==> src/hdl/e1_pkg.sv <==
// Constants shared by the receive control/identity register end and its host controller.
// Assumes one system clock of 125 MHz for both ends and the register link between them.
// Notes on behaviour
// - Identity register at 0Fh, read-only, type field
// - Identity low nibble reports decimal chip revision
// - Identity register exists only in first transceiver
// - Host clears test registers 1E, 1F, 2F
// - Host writes every register after power-up
// - Host raises line-interface reset bit after writes
// - Reset bit rise holds line interface 40 ms
// - Host finally raises both elastic-store reset bits
// - Bit 7 picks CAS or CRC4 multiframe
// - Bit 6 picks frame or multiframe sync
// - Bit 5 sets sync pin direction
// - Host keeps direction zero while store disabled
// - Bit 4 enables elastic store, else bypass
// - Host writes zero to unused bit 3
// - Bit 2 selects three-error resync criterion
// - Bit 1 disables automatic resync
// - Bit 0 rise starts one resync
// - Align on FAS present N, absent N+1, present N+2
package e1_pkg;
  localparam int ADDR_W = 6;
  localparam int DATA_W = 8;
  localparam logic [5:0] REG_ID = 6'h0f;
  localparam logic [5:0] REG_RX_CTRL = 6'h10;
  localparam logic [5:0] REG_COMMON_4 = 6'h15;
  localparam logic [5:0] REG_COMMON_5 = 6'h16;
  localparam logic [5:0] REG_TEST_A = 6'h1e;
  localparam logic [5:0] REG_TEST_B = 6'h1f;
  localparam logic [5:0] REG_TEST_C = 6'h2f;
  localparam logic [7:0] REG_RESET = 8'h00;
  localparam int RX_MF_TYPE = 7;
  localparam int RX_MODE = 6;
  localparam int RX_DIR = 5;
  localparam int RX_ES_EN = 4;
  localparam int RX_UNUSED = 3;
  localparam int RX_CRIT = 2;
  localparam int RX_AUTO_DIS = 1;
  localparam int RX_RESYNC = 0;
  localparam int LI_RESET_BIT = 4;
  localparam int ES_RESET_LO = 5;
  localparam int ES_RESET_HI = 6;
  localparam logic [7:0] LI_RESET_VAL = 8'h10;
  localparam logic [7:0] ES_RESET_VAL = 8'h60;
  localparam logic [1:0] ERR_LIMIT = 2'h3;
  localparam int CLK_MHZ = 125;
  localparam int LI_RECOVER_US = 40000;
  localparam int LI_RECOVER_CYCLES = LI_RECOVER_US * CLK_MHZ;
  localparam int LI_CNT_W = 23;
  localparam logic [7:0] HOST_CMD = 8'h00;
  localparam logic [7:0] HOST_STATUS = 8'h04;
  localparam logic [7:0] HOST_CTRL = 8'h08;
  localparam int CMD_WR_BIT = 16;
  localparam int CMD_ADDR_LSB = 8;
  localparam int STAT_BUSY = 0;
  localparam int STAT_INIT_DONE = 1;
  localparam int STAT_RDATA_LSB = 8;
  localparam int CTRL_INIT = 0;
  localparam int CTRL_RESYNC = 1;
  localparam logic [2:0] INIT_LAST = 3'h7;
  localparam logic [1:0] REALIGN_CLEAR = 2'h2;
  localparam logic [1:0] REALIGN_SET = 2'h1;
endpackage : e1_pkg

==> src/hdl/e1_link_if.sv <==
// Register link between the host controller and the receive control register end.
// Assumes both ends run on the same clk_sys; every signal changes after a rising edge.
`timescale 1ns/1ps
interface e1_link_if;
  logic portWr;
  logic portRd;
  logic [e1_pkg::ADDR_W-1:0] portAddr;
  logic [e1_pkg::DATA_W-1:0] portWdata;
  logic [e1_pkg::DATA_W-1:0] portRdata;
  logic portRvalid;
  modport host(
    output portWr,
    output portRd,
    output portAddr,
    output portWdata,
    input portRdata,
    input portRvalid
  );
  modport dev(
    input portWr,
    input portRd,
    input portAddr,
    input portWdata,
    output portRdata,
    output portRvalid
  );
endinterface : e1_link_if

==> src/hdl/e1_rx_control_id_regs.sv <==
// Device end: identity, receive control, test and common control 4/5 registers,
// FAS alignment search, receive sync pin control and reset pulse generation.
// Assumes frame strobes and checks come from framer logic on clk_sys; pins are async.
//
// The register link device port is this design's own decision.
`timescale 1ns/1ps
module e1_rx_control_id_regs #(
  parameter int LI_RECOVER_CYC = e1_pkg::LI_RECOVER_CYCLES,
  // Arbitrary value
  parameter logic [3:0] REVISION = 4'h3,
  // Arbitrary value
  parameter logic TYPE_FLAG = 1'b0
) (
  input wire logic clk_sys,
  input wire logic arst_n,
  e1_link_if.dev link,
  input wire logic transceiverSelect0,
  input wire logic transceiverSelect1,
  input wire logic frameStrobe,
  input wire logic fasOk,
  input wire logic nfasBit2Err,
  input wire logic casMfStrobe,
  input wire logic crc4MfStrobe,
  input wire logic rxSyncIn,
  output logic rxSyncOut,
  output logic rxSyncOe,
  output logic esEnable,
  output logic esSyncIn,
  output logic [1:0] esReset,
  output logic liReset,
  output logic frameAligned,
  output logic alignLost,
  output logic resyncPulse
);
  import e1_pkg::*;

  typedef enum logic [3:0] {
    ST_HUNT = 4'b0001,
    ST_GAP = 4'b0010,
    ST_CONFIRM = 4'b0100,
    ST_LOCKED = 4'b1000
  } align_e;

  logic [7:0] rxCtrl;
  logic [7:0] common4;
  logic [7:0] common5;
  logic [7:0] testA;
  logic [7:0] testB;
  logic [7:0] testC;
  logic resyncPrev;
  logic [1:0] esResetPrev;
  logic liPrev;
  logic [LI_CNT_W-1:0] liCnt;
  logic [2:0] pinMeta;
  logic [2:0] pinSync;
  align_e state;
  align_e next_state;
  logic [1:0] fasErr;
  logic [1:0] next_fasErr;
  logic [1:0] nfasErr;
  logic [1:0] next_nfasErr;
  logic fasFrame;
  logic next_fasFrame;
  logic next_lost;

  // Register decode
  wire wrRxCtrl = link.portWr && link.portAddr == REG_RX_CTRL;
  wire wrCommon4 = link.portWr && link.portAddr == REG_COMMON_4;
  wire wrCommon5 = link.portWr && link.portAddr == REG_COMMON_5;
  wire wrTestA = link.portWr && link.portAddr == REG_TEST_A;
  wire wrTestB = link.portWr && link.portAddr == REG_TEST_B;
  wire wrTestC = link.portWr && link.portAddr == REG_TEST_C;
  // Straps are read only after two flops; channel 1 is select 00
  wire isFirst = pinSync[1:0] == 2'b00;
  wire [7:0] idValue = {TYPE_FLAG, 3'b000, REVISION};
  wire [7:0] readValue =
    (link.portAddr == REG_ID) ? (isFirst ? idValue : 8'h00) :
    (link.portAddr == REG_RX_CTRL) ? rxCtrl :
    (link.portAddr == REG_COMMON_4) ? common4 :
    (link.portAddr == REG_COMMON_5) ? common5 :
    (link.portAddr == REG_TEST_A) ? testA :
    (link.portAddr == REG_TEST_B) ? testB :
    (link.portAddr == REG_TEST_C) ? testC : 8'h00;

  // Edge detectors on register bits
  wire resyncStart = rxCtrl[RX_RESYNC] && !resyncPrev;
  wire liRise = common5[LI_RESET_BIT] && !liPrev;
  wire [1:0] esResetRise = common4[ES_RESET_HI:ES_RESET_LO] & ~esResetPrev;

  // Sync pin as input is only honoured with the store enabled
  wire inputMode = rxCtrl[RX_DIR] && rxCtrl[RX_ES_EN];
  wire mfPulse = rxCtrl[RX_MF_TYPE] ? crc4MfStrobe : casMfStrobe;
  wire syncSrc = rxCtrl[RX_MODE] ? mfPulse : frameStrobe;

  always_ff @(posedge clk_sys or negedge arst_n)
  begin
    if (!arst_n)
    begin
      rxCtrl <= REG_RESET;
      common4 <= REG_RESET;
      common5 <= REG_RESET;
      testA <= REG_RESET;
      testB <= REG_RESET;
      testC <= REG_RESET;
    end
    else
    begin
      if (wrRxCtrl)
        rxCtrl <= link.portWdata;
      if (wrCommon4)
        common4 <= link.portWdata;
      if (wrCommon5)
        common5 <= link.portWdata;
      if (wrTestA)
        testA <= link.portWdata;
      if (wrTestB)
        testB <= link.portWdata;
      if (wrTestC)
        testC <= link.portWdata;
    end
  end

  // Read answers one cycle after the strobe
  always_ff @(posedge clk_sys or negedge arst_n)
  begin
    if (!arst_n)
    begin
      link.portRdata <= 8'h00;
      link.portRvalid <= 1'b0;
    end
    else
    begin
      link.portRvalid <= link.portRd;
      if (link.portRd)
        link.portRdata <= readValue;
    end
  end

  always_ff @(posedge clk_sys or negedge arst_n)
  begin
    if (!arst_n)
    begin
      pinMeta <= 3'h0;
      pinSync <= 3'h0;
    end
    else
    begin
      pinMeta <= {rxSyncIn, transceiverSelect1, transceiverSelect0};
      pinSync <= pinMeta;
    end
  end

  always_ff @(posedge clk_sys or negedge arst_n)
  begin
    if (!arst_n)
    begin
      resyncPrev <= 1'b0;
      esResetPrev <= 2'h0;
      liPrev <= 1'b0;
      resyncPulse <= 1'b0;
      esReset <= 2'h0;
    end
    else
    begin
      resyncPrev <= rxCtrl[RX_RESYNC];
      esResetPrev <= common4[ES_RESET_HI:ES_RESET_LO];
      liPrev <= common5[LI_RESET_BIT];
      resyncPulse <= resyncStart;
      esReset <= esResetRise;
    end
  end

  // Long hold so the line interface settles before use
  always_ff @(posedge clk_sys or negedge arst_n)
  begin
    if (!arst_n)
    begin
      liCnt <= '0;
      liReset <= 1'b0;
    end
    else if (liRise)
    begin
      liCnt <= LI_CNT_W'(LI_RECOVER_CYC);
      liReset <= 1'b1;
    end
    else if (liCnt != '0)
    begin
      liCnt <= LI_CNT_W'(liCnt - 1'b1);
      liReset <= liCnt != LI_CNT_W'(1);
    end
  end

  always_ff @(posedge clk_sys or negedge arst_n)
  begin
    if (!arst_n)
    begin
      rxSyncOut <= 1'b0;
      rxSyncOe <= 1'b1;
      esEnable <= 1'b0;
      esSyncIn <= 1'b0;
    end
    else
    begin
      rxSyncOut <= syncSrc && !inputMode;
      rxSyncOe <= !inputMode;
      esEnable <= rxCtrl[RX_ES_EN];
      esSyncIn <= pinSync[2] && inputMode;
    end
  end

  // Alignment search and loss counting
  always_comb
  begin
    next_state = state;
    next_fasErr = fasErr;
    next_nfasErr = nfasErr;
    next_fasFrame = fasFrame;
    next_lost = alignLost;
    if (resyncStart)
    begin
      next_state = ST_HUNT;
      next_fasErr = 2'h0;
      next_nfasErr = 2'h0;
    end
    else if (frameStrobe)
    begin
      case (state)
        ST_HUNT:
          if (fasOk)
            next_state = ST_GAP;
        ST_GAP:
          if (!fasOk)
            next_state = ST_CONFIRM;
        ST_CONFIRM:
          if (fasOk)
          begin
            next_state = ST_LOCKED;
            next_fasFrame = 1'b0;
            next_fasErr = 2'h0;
            next_nfasErr = 2'h0;
            next_lost = 1'b0;
          end
          else
            next_state = ST_HUNT;
        ST_LOCKED:
        begin
          next_fasFrame = !fasFrame;
          if (fasFrame)
            next_fasErr = fasOk ? 2'h0 : 2'(fasErr + 2'h1);
          else if (rxCtrl[RX_CRIT] && nfasBit2Err)
            next_nfasErr = 2'(nfasErr + 2'h1);
          else
            next_nfasErr = 2'h0;
          if (next_fasErr == ERR_LIMIT || next_nfasErr == ERR_LIMIT)
          begin
            next_lost = 1'b1;
            next_fasErr = 2'h0;
            next_nfasErr = 2'h0;
            if (!rxCtrl[RX_AUTO_DIS])
              next_state = ST_HUNT;
          end
        end
        default:
          next_state = ST_HUNT;
      endcase
    end
  end

  always_ff @(posedge clk_sys or negedge arst_n)
  begin
    if (!arst_n)
    begin
      state <= ST_HUNT;
      fasErr <= 2'h0;
      nfasErr <= 2'h0;
      fasFrame <= 1'b0;
      alignLost <= 1'b0;
      frameAligned <= 1'b0;
    end
    else
    begin
      state <= next_state;
      fasErr <= next_fasErr;
      nfasErr <= next_nfasErr;
      fasFrame <= next_fasFrame;
      alignLost <= next_lost;
      frameAligned <= next_state == ST_LOCKED && !next_lost;
    end
  end
endmodule : e1_rx_control_id_regs

==> src/flat_wrapper.sv <==
// flat-port wrapper written by rule: the top's interface ports become plain ports
module e1_rx_control_id_regs_flat import e1_pkg::*;
#(
  parameter int LI_RECOVER_CYC = e1_pkg::LI_RECOVER_CYCLES,
                    
  parameter logic [3:0] REVISION = 4'h3,
                    
  parameter logic TYPE_FLAG = 1'b0
)
  (clk_sys, arst_n, transceiverSelect0, transceiverSelect1, frameStrobe, fasOk, nfasBit2Err, casMfStrobe, crc4MfStrobe, rxSyncIn, rxSyncOut, rxSyncOe, esEnable, esSyncIn, esReset, liReset, frameAligned, alignLost, resyncPulse, link_portWr, link_portRd, link_portAddr, link_portWdata, link_portRdata, link_portRvalid);
  e1_link_if link_i ();
  input wire logic clk_sys;
  input wire logic arst_n;
  input wire logic transceiverSelect0;
  input wire logic transceiverSelect1;
  input wire logic frameStrobe;
  input wire logic fasOk;
  input wire logic nfasBit2Err;
  input wire logic casMfStrobe;
  input wire logic crc4MfStrobe;
  input wire logic rxSyncIn;
  output logic rxSyncOut;
  output logic rxSyncOe;
  output logic esEnable;
  output logic esSyncIn;
  output logic [1:0] esReset;
  output logic liReset;
  output logic frameAligned;
  output logic alignLost;
  output logic resyncPulse;
  input wire logic [$bits(link_i.portWr)-1:0] link_portWr;
  input wire logic [$bits(link_i.portRd)-1:0] link_portRd;
  input wire logic [$bits(link_i.portAddr)-1:0] link_portAddr;
  input wire logic [$bits(link_i.portWdata)-1:0] link_portWdata;
  output wire logic [$bits(link_i.portRdata)-1:0] link_portRdata;
  output wire logic [$bits(link_i.portRvalid)-1:0] link_portRvalid;
  assign link_i.portWr = link_portWr;
  assign link_i.portRd = link_portRd;
  assign link_i.portAddr = link_portAddr;
  assign link_i.portWdata = link_portWdata;
  assign link_portRdata = link_i.portRdata;
  assign link_portRvalid = link_i.portRvalid;
  e1_rx_control_id_regs #(.LI_RECOVER_CYC(LI_RECOVER_CYC), .REVISION(REVISION), .TYPE_FLAG(TYPE_FLAG)) u_core (.clk_sys(clk_sys), .arst_n(arst_n), .link(link_i), .transceiverSelect0(transceiverSelect0), .transceiverSelect1(transceiverSelect1), .frameStrobe(frameStrobe), .fasOk(fasOk), .nfasBit2Err(nfasBit2Err), .casMfStrobe(casMfStrobe), .crc4MfStrobe(crc4MfStrobe), .rxSyncIn(rxSyncIn), .rxSyncOut(rxSyncOut), .rxSyncOe(rxSyncOe), .esEnable(esEnable), .esSyncIn(esSyncIn), .esReset(esReset), .liReset(liReset), .frameAligned(frameAligned), .alignLost(alignLost), .resyncPulse(resyncPulse));
endmodule
==> config.mk <==
export PLATFORM = sky130hd
export DESIGN_NAME = e1_rx_control_id_regs_flat
export DESIGN_NICKNAME = d
export VERILOG_FILES = /design/src/hdl/e1_pkg.sv /design/src/hdl/e1_link_if.sv /design/src/hdl/e1_rx_control_id_regs.sv /design/src/flat_wrapper.sv
export SDC_FILE = /design/constraint.sdc
export NUM_CORES = 1
export LEC_CHECK = 0
export BUFFER_PORTS_ARGS = -buffer_cell sky130_fd_sc_hd__buf_2
export CAP_MARGIN = 15
export CELL_PAD_IN_SITES_DETAIL_PLACEMENT = 1
export CELL_PAD_IN_SITES_GLOBAL_PLACEMENT = 1
export CORE_ASPECT_RATIO = 1.5
export CORE_MARGIN = 2
export CORE_UTILIZATION = 48
export DETAILED_ROUTE_END_ITERATION = 8
export PLACE_DENSITY = 0.77
export SLEW_MARGIN = 15
export SYNTH_ARGS = -nofsm -noshare
export SYNTH_HDL_FRONTEND = slang
export SYNTH_SLANG_ARGS = --single-unit
==> constraint.sdc <==
create_clock -name clk_sys -period 2.75 [get_ports clk_sys]
set_clock_uncertainty 0.2 [all_clocks]
set_input_delay 0.4125 -clock clk_sys [delete_from_list [all_inputs] [get_ports clk_sys]]
set_output_delay 0.4125 -clock clk_sys [all_outputs]
set_load 0.005 [all_outputs]
Word-level counts from Yosys, hierarchy flattened. Index checks and enable logic that the tools add are counted.

Output and inout bits: 19. Register bits after elaboration: 109. Word-level logic and storage cells: 125. Input bits: 26.

Reductions and logical operators: 27. Equal/unequal tests: 17. Bitwise logic cells: 3. Multiplexer cells: 48. Add/sub/neg operators: 3.

Operators by type and width (number): $mux 8 (7); $mux 23 (2); $mux 2 (18); $eq 6x5->1 const B (5); $mux 4 (7); $ne 23x1->1 const B (1); $reduce_bool 23->1 (1); $sub 23x1->23 const B (1); $pmux 4 s4 (1); $logic_and 1x1->1 (13); $mux 1 (9); $eq 4x4->1 const B (2); $pmux 2 s2 (2); $eq 6x4->1 const B (1); $eq 6x6->1 const B (1); $reduce_bool 2->1 (3); $logic_not 1->1 (5); $add 2x1->2 const B (2); $eq 2x2->1 const B (2); $eq 4x1->1 const B (1); $eq 4x2->1 const B (1); $eq 4x3->1 const B (1); $pmux 1 s2 (2); $reduce_and 4->1 (1); other kinds (9) (9).

Logic depth before layout (Yosys ltp).
Depth after elaboration: 14. Depth in mapped cells: 8. Gate-level depth less buffers: 6.

Worst setup path after synthesis. OpenSTA, ideal clock, no wires.

Path type: register -> register. Start point: reg u_core.liCnt[3]. End point: reg u_core.liCnt[17]. Path slack: 717 ps. Setup time: 77 ps. Clock period less this slack: 2033 ps. Data arrival time: 1756 ps. Required time: 2473 ps. Cell stages (with the launch flop): 6. Cell sequence: dfrtp_1 > nor3_4 > nand4_2 > a311o_1 > or4_1 > a21oi_1.

Longest elaborated chain between the ends: 3. Elaborated cells between the ends (all ways): 5. Those cells by class: add/sub (1); mux (2); reduce/logical (2).

RTL lines: from (decl) (line e1_rx_control_id_regs.sv:53) `logic [LI_CNT_W-1:0] liCnt;`; from (signal assigned) (line e1_rx_control_id_regs.sv:183) `liCnt <= LI_CNT_W'(LI_RECOVER_CYC);`; from (signal assigned) (line e1_rx_control_id_regs.sv:188) `liCnt <= LI_CNT_W'(liCnt - 1'b1);`; $sub 23x1->23 (line e1_rx_control_id_regs.sv:188); $mux 23 (line e1_rx_control_id_regs.sv:186) `else if (liCnt != '0)`; $mux 23 (line e1_rx_control_id_regs.sv:181) `else if (liRise)`.

Parallel ways exist; a longest one is shown, timed or not. The select of a mux whose other input is x is not followed. A chain may end at the register's enable or synchronous reset.

Worst setup path in the final report. Same ends and word-level chain as after synthesis.

==> results.txt <==
----------------------------------------------------
[Routing]
  Wirelength per Cell ... a little over 20 um
  Length of the first detailed-routing pass in iterations ... 4
  Routed WL ... around 13 mm
  ANT nets after route ... 0
  Number of vias in the routed layout ... 3800
  DRT iter0 DRCs ... approximately 130
  Vias per cell ... a little under 6
  Number of design rule violations left after detail routing ... 0

[Clock tree]
  Number of sinks driven by the clock tree ... 109
  Worst-Skew Late Latency ... between 0.3 and 0.4 ns
  H-tree levels ... 3
  Cts bufs inserted ... 9
  Setup Buffers After CTS ... 0
  Buffer cell driving the clock tree root ... clkbuf_16
  Clock transition time at the flip-flop clock pins of the worst setup and hold paths ... 0.07 ns
  Resized cells post-CTS ... 0
  Hold_buf cts ... 4
  Clock tree from TritonCTS ... yes
  Clk buf depth ... 2

[Global routing]
  Met2 track demand over resource in global routing ... a little under half
  Largest net degree at the start of global routing ... 51
  Global-route congestion overflow total ... 0
  Met1 usage in global routing ... between 20 and 30%
  Wire length of the first global-routing pass ... 21.4 mm
  Global-route met3 utilization ... 3.67%
  Vias in the first global route ... 4136
  GRT Overall Usage ... approximately 25%
  Antenna violations before repair ... 0
  Global routing's busiest layer ... met2

[Yosys]
  Synth Flop Type ... dfrtp_1
  Unique cell type count in the Yosys netlist ... 63
  Synthesis Warnings ... 0
  Number of nets produced by synthesis ... between 400 and 500
  Async SR Flop Fraction ... 100%
  Number of enable flip-flop cells after synthesis ... 0
  Share of the yosys chip area belonging to registers ... 53.9%
  Post-synth design cell area ... between 0.005 and 0.006 mm2
  Average size of a mapped cell ... 11.4 um2
  Number of storage elements in the synthesis netlist ... between 100 and 150
  Count of mapped cells out of synthesis ... about 440

[Power]
  Cell leakage power ... 2.59 nW
  Maximum vdd drop ... about 0.36 mV
  Sum of internal, switching and leakage power ... about 0.0040 W
  Power per unit of standard cell area ... 690 mW/mm2

[Worst setup path]
  Data required time of the worst path ... between 2 and 3 ns
  Worst EP arrival ... roughly 2.3 ns
  Sort of element at the end of the critical path ... register
  Crit-path slowest cell ... dfrtp_1
  Cell family contributing the most delay on the critical path ... simple AND/OR/NAND/NOR gates
  Worst Setup Path Type ... register to register
  CP peak stage delay ... approximately 0.45 ns
  Setup crit start kind ... register
  Max Fanout on Critical Path ... 10
  Crit-path cells ... nor3_4, nand4_2, a311o_1, or4_1, a21oi_1
  Bufs and invs on worst path ... 0

[Timing]
  Worst hold slack across all endpoints ... 0.132 ns
  Count of endpoints failing hold in the final timing report ... 0
  Highest achievable clock rate ... 0.440 GHz
  Time the final worst path needs with I/O delays and setup ... 2.27 ns
  Fraction of the cycle the final worst path needs ... 82.7%
  Tightest Pin Transition ... approximately 0.7 ns
  Worst slew slack as a fraction of its limit ... between 50 and 60%
  Finish-stage setup viols ... 0
  Number of max-slew violations in the final report ... 0
  Total Neg Setup Slack ... 0 ns
  RSZ-0062 raised after global routing ... no

[Cells and area]
  Commonest cells after routing, fill and taps aside ... 107 x dfrtp_1, 51 x mux2_2, 43 x buf_2
  Fin util ... 56.9%
  Antenna Diode Count ... 0
  Most frequent standard cell in the layout excluding fill and tap cells ... dfrtp_1
  Proportion of layout cells with a drive suffix above 1 ... 25.9%
  Fill count ... 1094
  Net count of the finished layout ... 524
  Finished layout cell area ... ~0.0058 mm2
  Synth-to-Final Area Change ... 14.4%

[Floorplan]
  Area of the core ... between 0.01 and 0.015 mm2
  Horizontal die dimension ... just under 90 um
  Height of the chip ... about 130 um
  Initial core utilization ... 49.7%
  Core Rows ... 45
  Die area ... roughly 0.011 mm2
  Num ports ... 45

[Placed design]
  Gpl congestion ... roughly 0.87
  Port Buffer Count ... 44
  Standard cell area after detailed placement ... ~0.0055 mm2
  Total half-perimeter wirelength after legalization and detailed placement ... roughly 9.3 mm

[Run]
  Number of maximum-capacitance violations ... 0

[Worst hold path]
  Path category of the worst min-delay check ... primary input to register

[Run status]
  Status ... finished clean

----------------------------------------------------
-- layer usage --
metal / up-vias / share of wire [%]
li1: 1738 / -
met1: 1975 / 40
met2: 62 / 55
met3: 25 / 2.2
met4: 0 / 2.9
met5: - / 0
-- cell usage after synthesis (5+ instances only) --
cell type	instances	area share [%]
dfrtp_1	107	53
mux2_2	51	11
nor2_1	33	2.4
nand2_1	25	1.9
o21ai_0	15	1.5
a21oi_1	14	1.4
inv_1	13	0.96
nand3_1	13	1.3
clkbuf_1	11	0.82
nor2b_1	9	1.1
xnor2_1	9	1.6
a211oi_1	7	1.0
mux2i_1	7	1.4
nand2b_1	7	0.86
a31oi_1	6	0.74
and2_1	6	0.74
nor3_1	6	0.59
and3_1	5	0.62
nand4_1	5	0.62
o221ai_1	5	0.86
o2bb2ai_1	5	0.86
o31ai_1	5	0.74
o32ai_1	5	0.86
xor2_1	5	0.86
-- power breakdown --
group	internal, W	switching [W]	leakage, nW
sequential	0.00183	0.000229	1.39
clock	0.000637	0.000594	0.134
combinational	0.000327	0.000380	1.06
total	0.00280	0.00120	2.59
-- state kept, by name, indices dropped and copies added (netlist names), 8 cells and up --
register / cells
u_core.testB: 8
u_core.common5: 8
u_core.liCnt: 23
u_core.testC: 8
u_core.testA: 8
u_core.common4: 8
u_core.rxCtrl: 8
u_core.link.portRdata: 8
-- per-stage QoR --
step,cells,setup WS [ns]
finish,642,0.476
global route,642,0.357
CTS,642,0.504
detailed placement,622,0.330
global placement,622,0.425
floorplan,444,0.717
-- final timing paths --
check,from,end,slack [ns],depth (start not counted)
max in group asynchronous,arst_n,u_core.common5[2]$_DFFE_PN0P_,1.18,3
max,u_core.liCnt[3]$_DFFE_PN0P_,u_core.liCnt[17]$_DFFE_PN0P_,0.48,5
min,link_portRd,u_core.link.portRvalid$_DFF_PN0_,0.13,1
min reg2reg,u_core.pinMeta[1]$_DFF_PN0_,u_core.pinSync[1]$_DFF_PN0_,0.15,0
max reg2reg,u_core.liCnt[3]$_DFFE_PN0P_,u_core.liCnt[17]$_DFFE_PN0P_,0.48,5
min in group asynchronous,arst_n,u_core.state[1]$_DFF_PN0_,0.45,2
-- final cells by class --
class                           count  area (um2)  area share (%)
Multi-Input combinational cell    306        2220            38.4
Sequential cell                   109        2730            47.1
Inverter                           14        52.6           0.907
Clock inverter                      6        38.8           0.669
Timing Repair Buffer               56         335            5.79
Tap cell                          141         176            3.04
Clock buffer                       10         239            4.12
-- kinds of logic after synthesis --
group                    count (synthesis)  share of synthesized area (%)
multiplexers                            58                           12.7
flip-flops                             109                           53.9
AO/OA/AOI/OAI                           88                           12.3
XOR/XNOR                                14                           2.42
adder cells (fa/ha/maj)                  2                          0.494
AND/OR/NAND/NOR                        144                           16.0
buffers and inverters                   29                           2.25
Power figures use the tool's default switching activity.
